<file path="src/design/wdog_params.svh">
`ifndef WDOG_PARAMS_SVH
`define WDOG_PARAMS_SVH
// time base: one tick per millisecond from the 125 MHz clock
`define CLK_PERIOD_NS 8
`define TICK_TIME_NS 1000000
`define TICK_CYCLES (`TICK_TIME_NS / `CLK_PERIOD_NS)
// figures in ticks (milliseconds)
`define STARTUP_HOLD_MS 100
`define WINDOW_PERIOD_MS 120
// window split in percent of the period
`define SHORT_PCT 33
`define LONG_PCT 67
// quiet time before the sleep variant stands by: one closed plus one open window
// (80 + 39 ticks); a longer span could never be reached, as a restart clears it
`define SLEEP_QUIET_MS 119
`define SERVICES_TO_PERMIT 2'h3
`define TICK_W 17
`define MS_W 9
`endif

</file>
<file path="src/design/wdog_pkg.sv">
package wdog_pkg;
    typedef enum logic [4:0] {
        ST_HOLD = 5'h01,
        ST_CLOSED = 5'h02,
        ST_OPEN = 5'h04,
        ST_FAULT = 5'h08,
        ST_SLEEP = 5'h10
    } wd_state_t;
endpackage

</file>
<file path="src/design/tick_divider.sv">
`timescale 1ns/1ns
`include "wdog_params.svh"
// one-cycle enable pulse every DIV clock cycles
module tick_divider #(
    parameter int DIV = `TICK_CYCLES
) (
    input wire logic REF_CLK_IN,
    input wire logic RST_IN,
    input wire logic CLEAR_IN,
    output logic TICK_OUT
);
    logic [`TICK_W-1:0] count;

    // restarted on clear so every phase starts on a whole tick
    always_ff @(posedge REF_CLK_IN) begin
        if (RST_IN || CLEAR_IN) begin
            count <= '0;
            TICK_OUT <= 1'b0;
        end else if (count == `TICK_W'(DIV - 1)) begin
            count <= '0;
            TICK_OUT <= 1'b1;
        end else begin
            count <= count + `TICK_W'(1);
            TICK_OUT <= 1'b0;
        end
    end
endmodule

</file>
<file path="src/design/windowed_watchdog_supervisor.sv">
`timescale 1ns/1ns
`include "wdog_params.svh"
// Function
// [RULE1] after level returns, hold restart for the start-up time, then release
// [RULE2] restart held low whenever monitored level is below the trip reference
// [RULE3] no service before the open window ends forces a restart; the sleep variant stands by instead of restarting
// [RULE4] service during the closed window forces a restart
// [RULE5] software services only inside the open window
// [RULE6] period split 33/67 closed/open or 67/33 per variant
// [RULE7] arm permit only after three consecutive good services
// [RULE8] sleep variant stands by when the service input stays quiet
// [RULE9] arm permit is push-pull, active low
// [RULE10] restart output is open drain: drives low only, floats otherwise
// [RULE11] any restart clears service count, drops permit, restarts at closed window
// [RULE12] service input synchronised, service taken on its falling edge
module windowed_watchdog_supervisor #(
    parameter int TICK_DIV = `TICK_CYCLES,
    parameter bit WIDE_OPEN_VARIANT = 1'b0,
    parameter bit SLEEP_VARIANT = 1'b0
) (
    input wire logic REF_CLK_IN,
    input wire logic RST_IN,
    input wire logic MONITORED_LEVEL_IN,
    input wire logic WINDOW_SERVICE_N_IN,
    output logic SYSTEM_RESTART_N_OUT,
    output logic SYSTEM_RESTART_N_OE_OUT,
    output logic ARM_PERMIT_N_OUT,
    output logic STANDBY_OUT
);
    localparam logic [`MS_W-1:0] CLOSED_MS = `MS_W'(`WINDOW_PERIOD_MS *
        (WIDE_OPEN_VARIANT ? `SHORT_PCT : `LONG_PCT) / 100);
    localparam logic [`MS_W-1:0] OPEN_MS = `MS_W'(`WINDOW_PERIOD_MS *
        (WIDE_OPEN_VARIANT ? `LONG_PCT : `SHORT_PCT) / 100);
    localparam logic [`MS_W-1:0] HOLD_MS = `MS_W'(`STARTUP_HOLD_MS);
    localparam logic [`MS_W-1:0] QUIET_MS = `MS_W'(`SLEEP_QUIET_MS);

    wdog_pkg::wd_state_t state;
    wdog_pkg::wd_state_t next_state;
    logic svc_meta;
    logic svc_sync;
    logic svc_prev;
    logic service;
    logic tick;
    logic phase_restart;
    logic [`MS_W-1:0] ms_count;
    logic [`MS_W-1:0] quiet_count;
    logic [1:0] good_count;
    logic level_ok;
    logic [31:0] phase_cycles;

    // two-flop synchroniser, then edge detect on the second stage only
    always_ff @(posedge REF_CLK_IN) begin
        if (RST_IN) begin
            svc_meta <= 1'b1;
            svc_sync <= 1'b1;
            svc_prev <= 1'b1;
        end else begin
            svc_meta <= WINDOW_SERVICE_N_IN;
            svc_sync <= svc_meta;
            svc_prev <= svc_sync;
        end
    end
    assign service = svc_prev && !svc_sync; // see [RULE12]
    assign level_ok = MONITORED_LEVEL_IN;
    assign phase_restart = (next_state != state);

    tick_divider #(
        .DIV(TICK_DIV)
    ) u_tick (
        .REF_CLK_IN(REF_CLK_IN),
        .RST_IN(RST_IN),
        .CLEAR_IN(phase_restart),
        .TICK_OUT(tick)
    );

    // window sequencer; a level drop overrides every other state
    always_comb begin
        next_state = state;
        case (state)
            wdog_pkg::ST_HOLD: begin
                if (level_ok && tick && ms_count == HOLD_MS - `MS_W'(1))
                    next_state = wdog_pkg::ST_CLOSED; // see [RULE1]
            end
            wdog_pkg::ST_CLOSED: begin
                if (service)
                    next_state = wdog_pkg::ST_FAULT; // see [RULE4]
                else if (tick && ms_count == CLOSED_MS - `MS_W'(1))
                    next_state = wdog_pkg::ST_OPEN; // see [RULE6]
            end
            wdog_pkg::ST_OPEN: begin
                if (service)
                    next_state = wdog_pkg::ST_CLOSED;
                else if (SLEEP_VARIANT && tick && quiet_count == QUIET_MS - `MS_W'(1))
                    next_state = wdog_pkg::ST_SLEEP; // see [RULE8]
                else if (tick && ms_count == OPEN_MS - `MS_W'(1))
                    next_state = wdog_pkg::ST_FAULT; // see [RULE3]
            end
            wdog_pkg::ST_FAULT: begin
                // restart pulse lasts one full period, then the hold runs again
                if (tick && ms_count == CLOSED_MS + OPEN_MS - `MS_W'(1))
                    next_state = wdog_pkg::ST_HOLD;
            end
            wdog_pkg::ST_SLEEP: begin
                if (service)
                    next_state = wdog_pkg::ST_CLOSED;
            end
            default: next_state = wdog_pkg::ST_HOLD;
        endcase
        if (!level_ok)
            next_state = wdog_pkg::ST_HOLD; // see [RULE2]
    end

    always_ff @(posedge REF_CLK_IN) begin
        if (RST_IN)
            state <= wdog_pkg::ST_HOLD;
        else
            state <= next_state;
    end

    // milliseconds spent in the current phase; held at zero while level is low
    always_ff @(posedge REF_CLK_IN) begin
        if (RST_IN || phase_restart || !level_ok)
            ms_count <= '0;
        else if (tick)
            ms_count <= ms_count + `MS_W'(1);
    end

    // cycles since the last phase change; the window length checks read it
    always_ff @(posedge REF_CLK_IN) begin
        if (RST_IN || phase_restart)
            phase_cycles <= '0;
        else
            phase_cycles <= phase_cycles + 32'h1;
    end

    // quiet time spans closed and open windows, so only a missed service sleeps
    always_ff @(posedge REF_CLK_IN) begin
        if (RST_IN || service || state == wdog_pkg::ST_HOLD || state == wdog_pkg::ST_FAULT)
            quiet_count <= '0;
        else if (tick && quiet_count != QUIET_MS)
            quiet_count <= quiet_count + `MS_W'(1);
    end

    // good service counter saturates at the permit count
    always_ff @(posedge REF_CLK_IN) begin
        if (RST_IN || next_state == wdog_pkg::ST_HOLD || next_state == wdog_pkg::ST_FAULT)
            good_count <= 2'h0; // see [RULE11]
        else if (state == wdog_pkg::ST_OPEN && service && good_count != `SERVICES_TO_PERMIT)
            good_count <= good_count + 2'h1; // see [RULE7]
    end

    // registered pins: open-drain restart, push-pull permit
    always_ff @(posedge REF_CLK_IN) begin
        if (RST_IN) begin
            SYSTEM_RESTART_N_OUT <= 1'b0;
            SYSTEM_RESTART_N_OE_OUT <= 1'b1;
            ARM_PERMIT_N_OUT <= 1'b1;
            STANDBY_OUT <= 1'b0;
        end else begin
            SYSTEM_RESTART_N_OUT <= 1'b0; // see [RULE10]
            SYSTEM_RESTART_N_OE_OUT <= (next_state == wdog_pkg::ST_HOLD ||
                next_state == wdog_pkg::ST_FAULT); // see [RULE10]
            ARM_PERMIT_N_OUT <= !(good_count == `SERVICES_TO_PERMIT &&
                next_state != wdog_pkg::ST_HOLD &&
                next_state != wdog_pkg::ST_FAULT); // see [RULE9]
            STANDBY_OUT <= (next_state == wdog_pkg::ST_SLEEP);
        end
    end

    // checks
    low_level_restart_a: assert property (@(posedge REF_CLK_IN) disable iff (RST_IN)
        !level_ok |=> SYSTEM_RESTART_N_OE_OUT) // see [RULE2]
        else $error("restart not driven while level low");
    early_service_a: assert property (@(posedge REF_CLK_IN) disable iff (RST_IN)
        (state == wdog_pkg::ST_CLOSED && service) |=> state == wdog_pkg::ST_FAULT
            ##1 SYSTEM_RESTART_N_OE_OUT) // see [RULE4]
        else $error("closed-window service did not restart");
    late_service_a: assert property (@(posedge REF_CLK_IN) disable iff (RST_IN)
        (state == wdog_pkg::ST_OPEN && tick && !service && ms_count == OPEN_MS - `MS_W'(1)
            && level_ok && !(SLEEP_VARIANT && quiet_count == QUIET_MS - `MS_W'(1)))
        |=> state == wdog_pkg::ST_FAULT) // see [RULE3]
        else $error("open window expiry did not restart");
    hold_release_a: assert property (@(posedge REF_CLK_IN) disable iff (RST_IN)
        $fell(SYSTEM_RESTART_N_OE_OUT) |-> state == wdog_pkg::ST_CLOSED
            && $past(state) == wdog_pkg::ST_HOLD) // see [RULE1]
        else $error("restart released other than after hold");
    closed_length_a: assert property (@(posedge REF_CLK_IN) disable iff (RST_IN)
        (state == wdog_pkg::ST_CLOSED && next_state == wdog_pkg::ST_OPEN)
        |-> phase_cycles == 32'(CLOSED_MS) * 32'(TICK_DIV)) // see [RULE6]
        else $error("closed window wrong length");
    open_length_a: assert property (@(posedge REF_CLK_IN) disable iff (RST_IN)
        (state == wdog_pkg::ST_OPEN && next_state == wdog_pkg::ST_FAULT)
        |-> phase_cycles == 32'(OPEN_MS) * 32'(TICK_DIV)) // see [RULE3]
        else $error("open window wrong length");
    permit_count_a: assert property (@(posedge REF_CLK_IN) disable iff (RST_IN)
        $fell(ARM_PERMIT_N_OUT) |-> $past(good_count) == `SERVICES_TO_PERMIT) // see [RULE7]
        else $error("permit before three services");
    fault_clears_a: assert property (@(posedge REF_CLK_IN) disable iff (RST_IN)
        (state == wdog_pkg::ST_FAULT) |=> good_count == 2'h0 && ARM_PERMIT_N_OUT) // see [RULE11]
        else $error("restart did not clear permit");
    permit_drop_a: assert property (@(posedge REF_CLK_IN) disable iff (RST_IN)
        SYSTEM_RESTART_N_OE_OUT |-> ARM_PERMIT_N_OUT) // see [RULE11]
        else $error("permit granted during restart");
    drive_low_a: assert property (@(posedge REF_CLK_IN) disable iff (RST_IN)
        !SYSTEM_RESTART_N_OUT) // see [RULE10]
        else $error("restart pin driven high");
    sleep_variant_a: assert property (@(posedge REF_CLK_IN) disable iff (RST_IN)
        STANDBY_OUT |-> SLEEP_VARIANT) // see [RULE8]
        else $error("standby in non-sleep variant");
    svc_edge_a: assert property (@(posedge REF_CLK_IN) disable iff (RST_IN)
        service |-> $past(WINDOW_SERVICE_N_IN, 3)
            && !$past(WINDOW_SERVICE_N_IN, 2)) // see [RULE12]
        else $error("service not on falling edge");

    good_service_c: cover property (@(posedge REF_CLK_IN) disable iff (RST_IN)
        state == wdog_pkg::ST_OPEN && service);
    permit_c: cover property (@(posedge REF_CLK_IN) disable iff (RST_IN)
        $fell(ARM_PERMIT_N_OUT));
    early_c: cover property (@(posedge REF_CLK_IN) disable iff (RST_IN)
        state == wdog_pkg::ST_CLOSED && service);
    sleep_c: cover property (@(posedge REF_CLK_IN) disable iff (RST_IN)
        $rose(STANDBY_OUT));
endmodule
</file>
<file path="config.mk">
export PLATFORM = sky130hd
export DESIGN_NAME = windowed_watchdog_supervisor
export DESIGN_NICKNAME = d
export VERILOG_FILES = /design/src/design/wdog_pkg.sv /design/src/design/tick_divider.sv /design/src/design/windowed_watchdog_supervisor.sv
export VERILOG_INCLUDE_DIRS = /design/src /design/src/design
export SDC_FILE = /design/constraint.sdc
export NUM_CORES = 1
export LEC_CHECK = 0
export ABC_AREA = 1
export BUFFER_PORTS_ARGS = -buffer_cell sky130_fd_sc_hd__buf_4
export CAP_MARGIN = 20
export CORE_ASPECT_RATIO = 1.75
export CORE_MARGIN = 2
export CORE_UTILIZATION = 30
export CTS_CLUSTER_DIAMETER = 150
export DETAILED_ROUTE_END_ITERATION = 12
export PLACE_DENSITY = 0.52
export SYNTH_ARGS = -nofsm -noshare
export SYNTH_HDL_FRONTEND = slang
export SYNTH_SLANG_ARGS = --single-unit
</file>
<file path="constraint.sdc">
create_clock -name REF_CLK_IN -period 6 [get_ports REF_CLK_IN]
set_clock_uncertainty 0.2 [all_clocks]
set_input_delay 1.2 -clock REF_CLK_IN [delete_from_list [all_inputs] [get_ports REF_CLK_IN]]
set_output_delay 1.2 -clock REF_CLK_IN [all_outputs]
set_load 0.05 [all_outputs]
</file>
==> results by group <==
Critical path
  – CP Max Fanout: 17
  – Crit path max-delay family: simple AND/OR/NAND/NOR gates
  – Worst Setup SP: MONITORED_LEVEL_IN
  – Critical Path Sink Type: register
  – Critical path's most frequent cell: nand2_1
  – Worst path cell trace: buf_4 -> nand2_1 -> nor3_1 -> nand2_1 -> nand2_1 -> nand3_1 -> nand2_1 -> nand2_2 -> nor2_4 -> nand4_4 -> nor2_1
  – WP buf/inv: 1
  – Crit-path max cell delay: 0.40 ns
  – Worst Path Arrival: 2.89 ns
  – Reg-to-reg slack, setup: 3.56 ns
  – Required time of the critical path: 6.00 ns
  – Startpoint types: input port
  – Critical Path Slowest Stage Cell: nand4_4
  – Setup CP Type: in -> reg
  – Worst R2R Start: ms_count[0]$_SDFFE_PP0P_

Clock tree
  – CTS tree: yes
  – Clock transition at path regs: 0.06 ns
  – H-Tree Level Count: 2
  – Sinks on Clock Net: 40
  – Worst skew pair latency: 0.28 ns
  – Post-CTS setup buffers: 0
  – Hold-fix buffers, CTS: 0
  – Clock buffer depth: 2
  – CTS Buf Count: 5
  – Clock root cell: clkbuf_16
  – Resized Gates After CTS: 0

Synthesis
  – Post-synthesis sequential area ratio: 0.3794
  – Syn nets: 285
  – Synth Area in Compound Gates: 0.01423
  – Yosys reg bits: 40
  – YS warnings: 0
  – Post-Synthesis Cells: 277
  – Mux cell area share after synthesis: 0
  – Yosys cell types: 28
  – Mapped Avg Cell Area: 7.620 sq um
  – Synth Area in Adders: 0.02371
  – Simple-gate area share of the yosys netlist: 0.4043
  – XOR/XNOR Fraction of Synth Area: 0.09544
  – Main combinational cell family by area after synthesis: simple AND/OR/NAND/NOR gates
  – Post-Syn Area: 2111 sq um

Timing
  – TNS Setup: 0 ns
  – Setup violations, final: 0
  – Min Tclk post-route: 2.885 ns
  – Fmax: 0.3467 GHz
  – RSZ-0062 raised after global routing: no
  – Period Utilization, post-route: 0.4808
  – Max Slew Vio Count: 0
  – Final hold vios: 0
  – Post-route setup slack: 3.115 ns

Min path
  – Hold path start: svc_meta$_SDFF_PP1_
  – Hold Crit Class: reg -> reg

Global routing
  – Grt total ovfl: 0
  – Via count of the first global-routing pass: 1681
  – All-Layer GR Usage: 0.1207
  – Largest net degree at the start of global routing: 18
  – Initial antenna violation count: 0
  – First-pass GRT wire length: 7107 um

Flow run
  – Max-cap viol count: 0

Cells and area
  – Inserted Diodes: 0
  – Fill count: 727
  – Final #Nets: 295
  – Area Growth Syn to Fin: 13.57%
  – Util after Layout: 0.3496
  – Design area: 2397 sq um
  – Share of layout cells above drive strength 1: 0.1771

Place
  – Dpl cell area: 2226 sq um
  – Dpl hpwl: 3154 um
  – GP Congestion: 0.8997
  – Count of input and output buffers: 6
  – Worst slack at placement: 2.800 ns

Power
  – Maximum vdd drop: 0.1960 mV
  – Int Power: 0.4706 mW
  – NetSw: 0.1223 mW
  – Clock Power Share: 0.517
  – Gate power share: 0.028
  – Register share of total power: 0.455
  – Total power draw: 0.5928 mW
  – Power per cell area: 247.3 nW/um^2
  – Sw Ratio: 0.2062
  – P_leak: 0.9206 nW

Floorplanning
  – Die X: 67.41 um
  – Die Ht: 115.0 um
  – FP Rows: 40
  – I/O pin total: 8
  – Initial Util: 0.3078
  – Die Footprint: 7749 sq um
  – Core area: 6857 sq um

Detailed routing
  – DRT Pass-1 Iters: 4
  – Final WL: 4017 um
  – DR vias: 1655
  – Number of remaining DRC errors: 0
  – WL met2: 2147 um
  – Drt wl/cell: 10.80 um
  – Detail Route Antenna Nets: 0
  – Iter 0 DRT Violations: 101
  – DR top layer: met4
  – Metal1 wirelength: 1628 um
  – Via/cell ratio: 4.449
  – Met3 wire len: 83 um

Outcome
  – Status: complete, no violations
-- area by class of cell --
class	instances	area (sq um)	share of cell area
clock inverters	3	46.29	0.01931
inverters	36	136.4	0.05689
repair buffers	6	45.04	0.01879
multi-input cells	198	1139	0.4749
well taps	84	105.1	0.04384
flip-flops and latches	40	800.8	0.3340
clock buffers	5	125.1	0.05219
-- synth_stat cells --
| cell | n | share of area |
|---|---|---|
| buf_12 | 1 | 0.0095 |
| nand3_2 | 2 | 0.0095 |
| nand2_2 | 11 | 0.033 |
| nor2_4 | 13 | 0.069 |
| nand4_4 | 1 | 0.010 |
| o21ai_1 | 1 | 0.0024 |
| nand4_2 | 1 | 0.0059 |
| ha_1 | 4 | 0.024 |
| and3_1 | 1 | 0.0030 |
| nor2_1 | 50 | 0.089 |
| dfxtp_1 | 40 | 0.38 |
| nand2_1 | 46 | 0.082 |
| nor2_2 | 2 | 0.0059 |
| nor3b_1 | 1 | 0.0036 |
| or2_2 | 4 | 0.012 |
| nand4_1 | 7 | 0.021 |
| nor3_1 | 4 | 0.0095 |
| o21ai_0 | 2 | 0.0047 |
| nand3_1 | 18 | 0.043 |
| xor2_1 | 17 | 0.071 |
| clkinv_2 | 1 | 0.0024 |
| xnor2_1 | 6 | 0.025 |
| inv_2 | 2 | 0.0036 |
| conb_1 | 1 | 0.0018 |
| inv_1 | 33 | 0.059 |
| nor4_1 | 3 | 0.0089 |
| buf_4 | 2 | 0.0071 |
| a21oi_1 | 3 | 0.0071 |
-- kinds of logic (layout without fill, tap and decap cells) --
family | Yosys count | in the layout
compound gates | 6 | 6
xor+xnor | 23 | 23
fa+ha+maj | 4 | 4
buf+inv | 39 | 50
flops | 40 | 40
other cells | 1 | 1
simple gates | 164 | 164
-- flip-flops by register name, indices dropped and copies added, names as in the netlist --
signal                   count
svc_meta                     1
good_count                   2
u_tick.count                17
ms_count                     9
state                        5
STANDBY_OUT                  1
ARM_PERMIT_N_OUT             1
u_tick.TICK_OUT              1
SYSTEM_RESTART_N_OE_OUT      1
svc_prev                     1
svc_sync                     1
-- final timing paths --
check / to / depth (start not counted)
worst max-delay path: u_tick.count[3]$_SDFF_PP0_ / 11
worst min-delay path: svc_sync$_SDFF_PP1_ / 1
worst max register to register: u_tick.count[3]$_SDFF_PP0_ / 11
worst min register to register: svc_sync$_SDFF_PP1_ / 1
-- per-layer routing --
metal / up-vias / GRT usage
met5: - / 0
met4: 0 / 0.07483
met3: 11 / 0.02055
met2: 16 / 0.2172
met1: 754 / 0.1251
li1: 874 / -
-- power by group through the flow --
stage | Combinational, mW | Clock [mW] | Sequential [mW]
2_1_floorplan | 0.0150 | 0 | 0.275
3_3_place_gp | 0.0168 | 0 | 0.275
3_5_place_dp | 0.0173 | 0 | 0.275
4_1_cts | 0.0173 | 0.317 | 0.269
5_1_grt | 0.0191 | 0.332 | 0.269
6_report | 0.0168 | 0.307 | 0.269
-- layout by cell type (no fill, tap or decap), drive strengths merged --
| cell | Yosys | routed |
|---|---|---|
| nor3b | 1 | 1 |
| nand3 | 20 | 20 |
| or2 | 4 | 4 |
| xnor2 | 6 | 6 |
| nor4 | 3 | 3 |
| nor3 | 4 | 4 |
| and3 | 1 | 1 |
| nand4 | 9 | 9 |
| clkinv | 1 | 1 |
| dfxtp | 40 | 40 |
| nor2 | 65 | 65 |
| conb | 1 | 1 |
| nand2 | 57 | 57 |
| o21ai | 3 | 3 |
| clkinvlp | 0 | 1 |
| clkbuf | 0 | 5 |
| bufinv | 0 | 1 |
| xor2 | 17 | 17 |
| buf | 3 | 6 |
| a21oi | 3 | 3 |
| ha | 4 | 4 |
| inv | 35 | 36 |
-- stage by stage --
step | instances | hold WS (ns)
after CTS | 372 | 0.2216
after detailed placement | 364 | 0.2055
final | 372 | 0.2173
after floorplan | 277 | 0.1895
after global placement | 364 | 0.2027
after global routing | 372 | 0.2339
No activity file was read; power rests on OpenSTA's default activity.
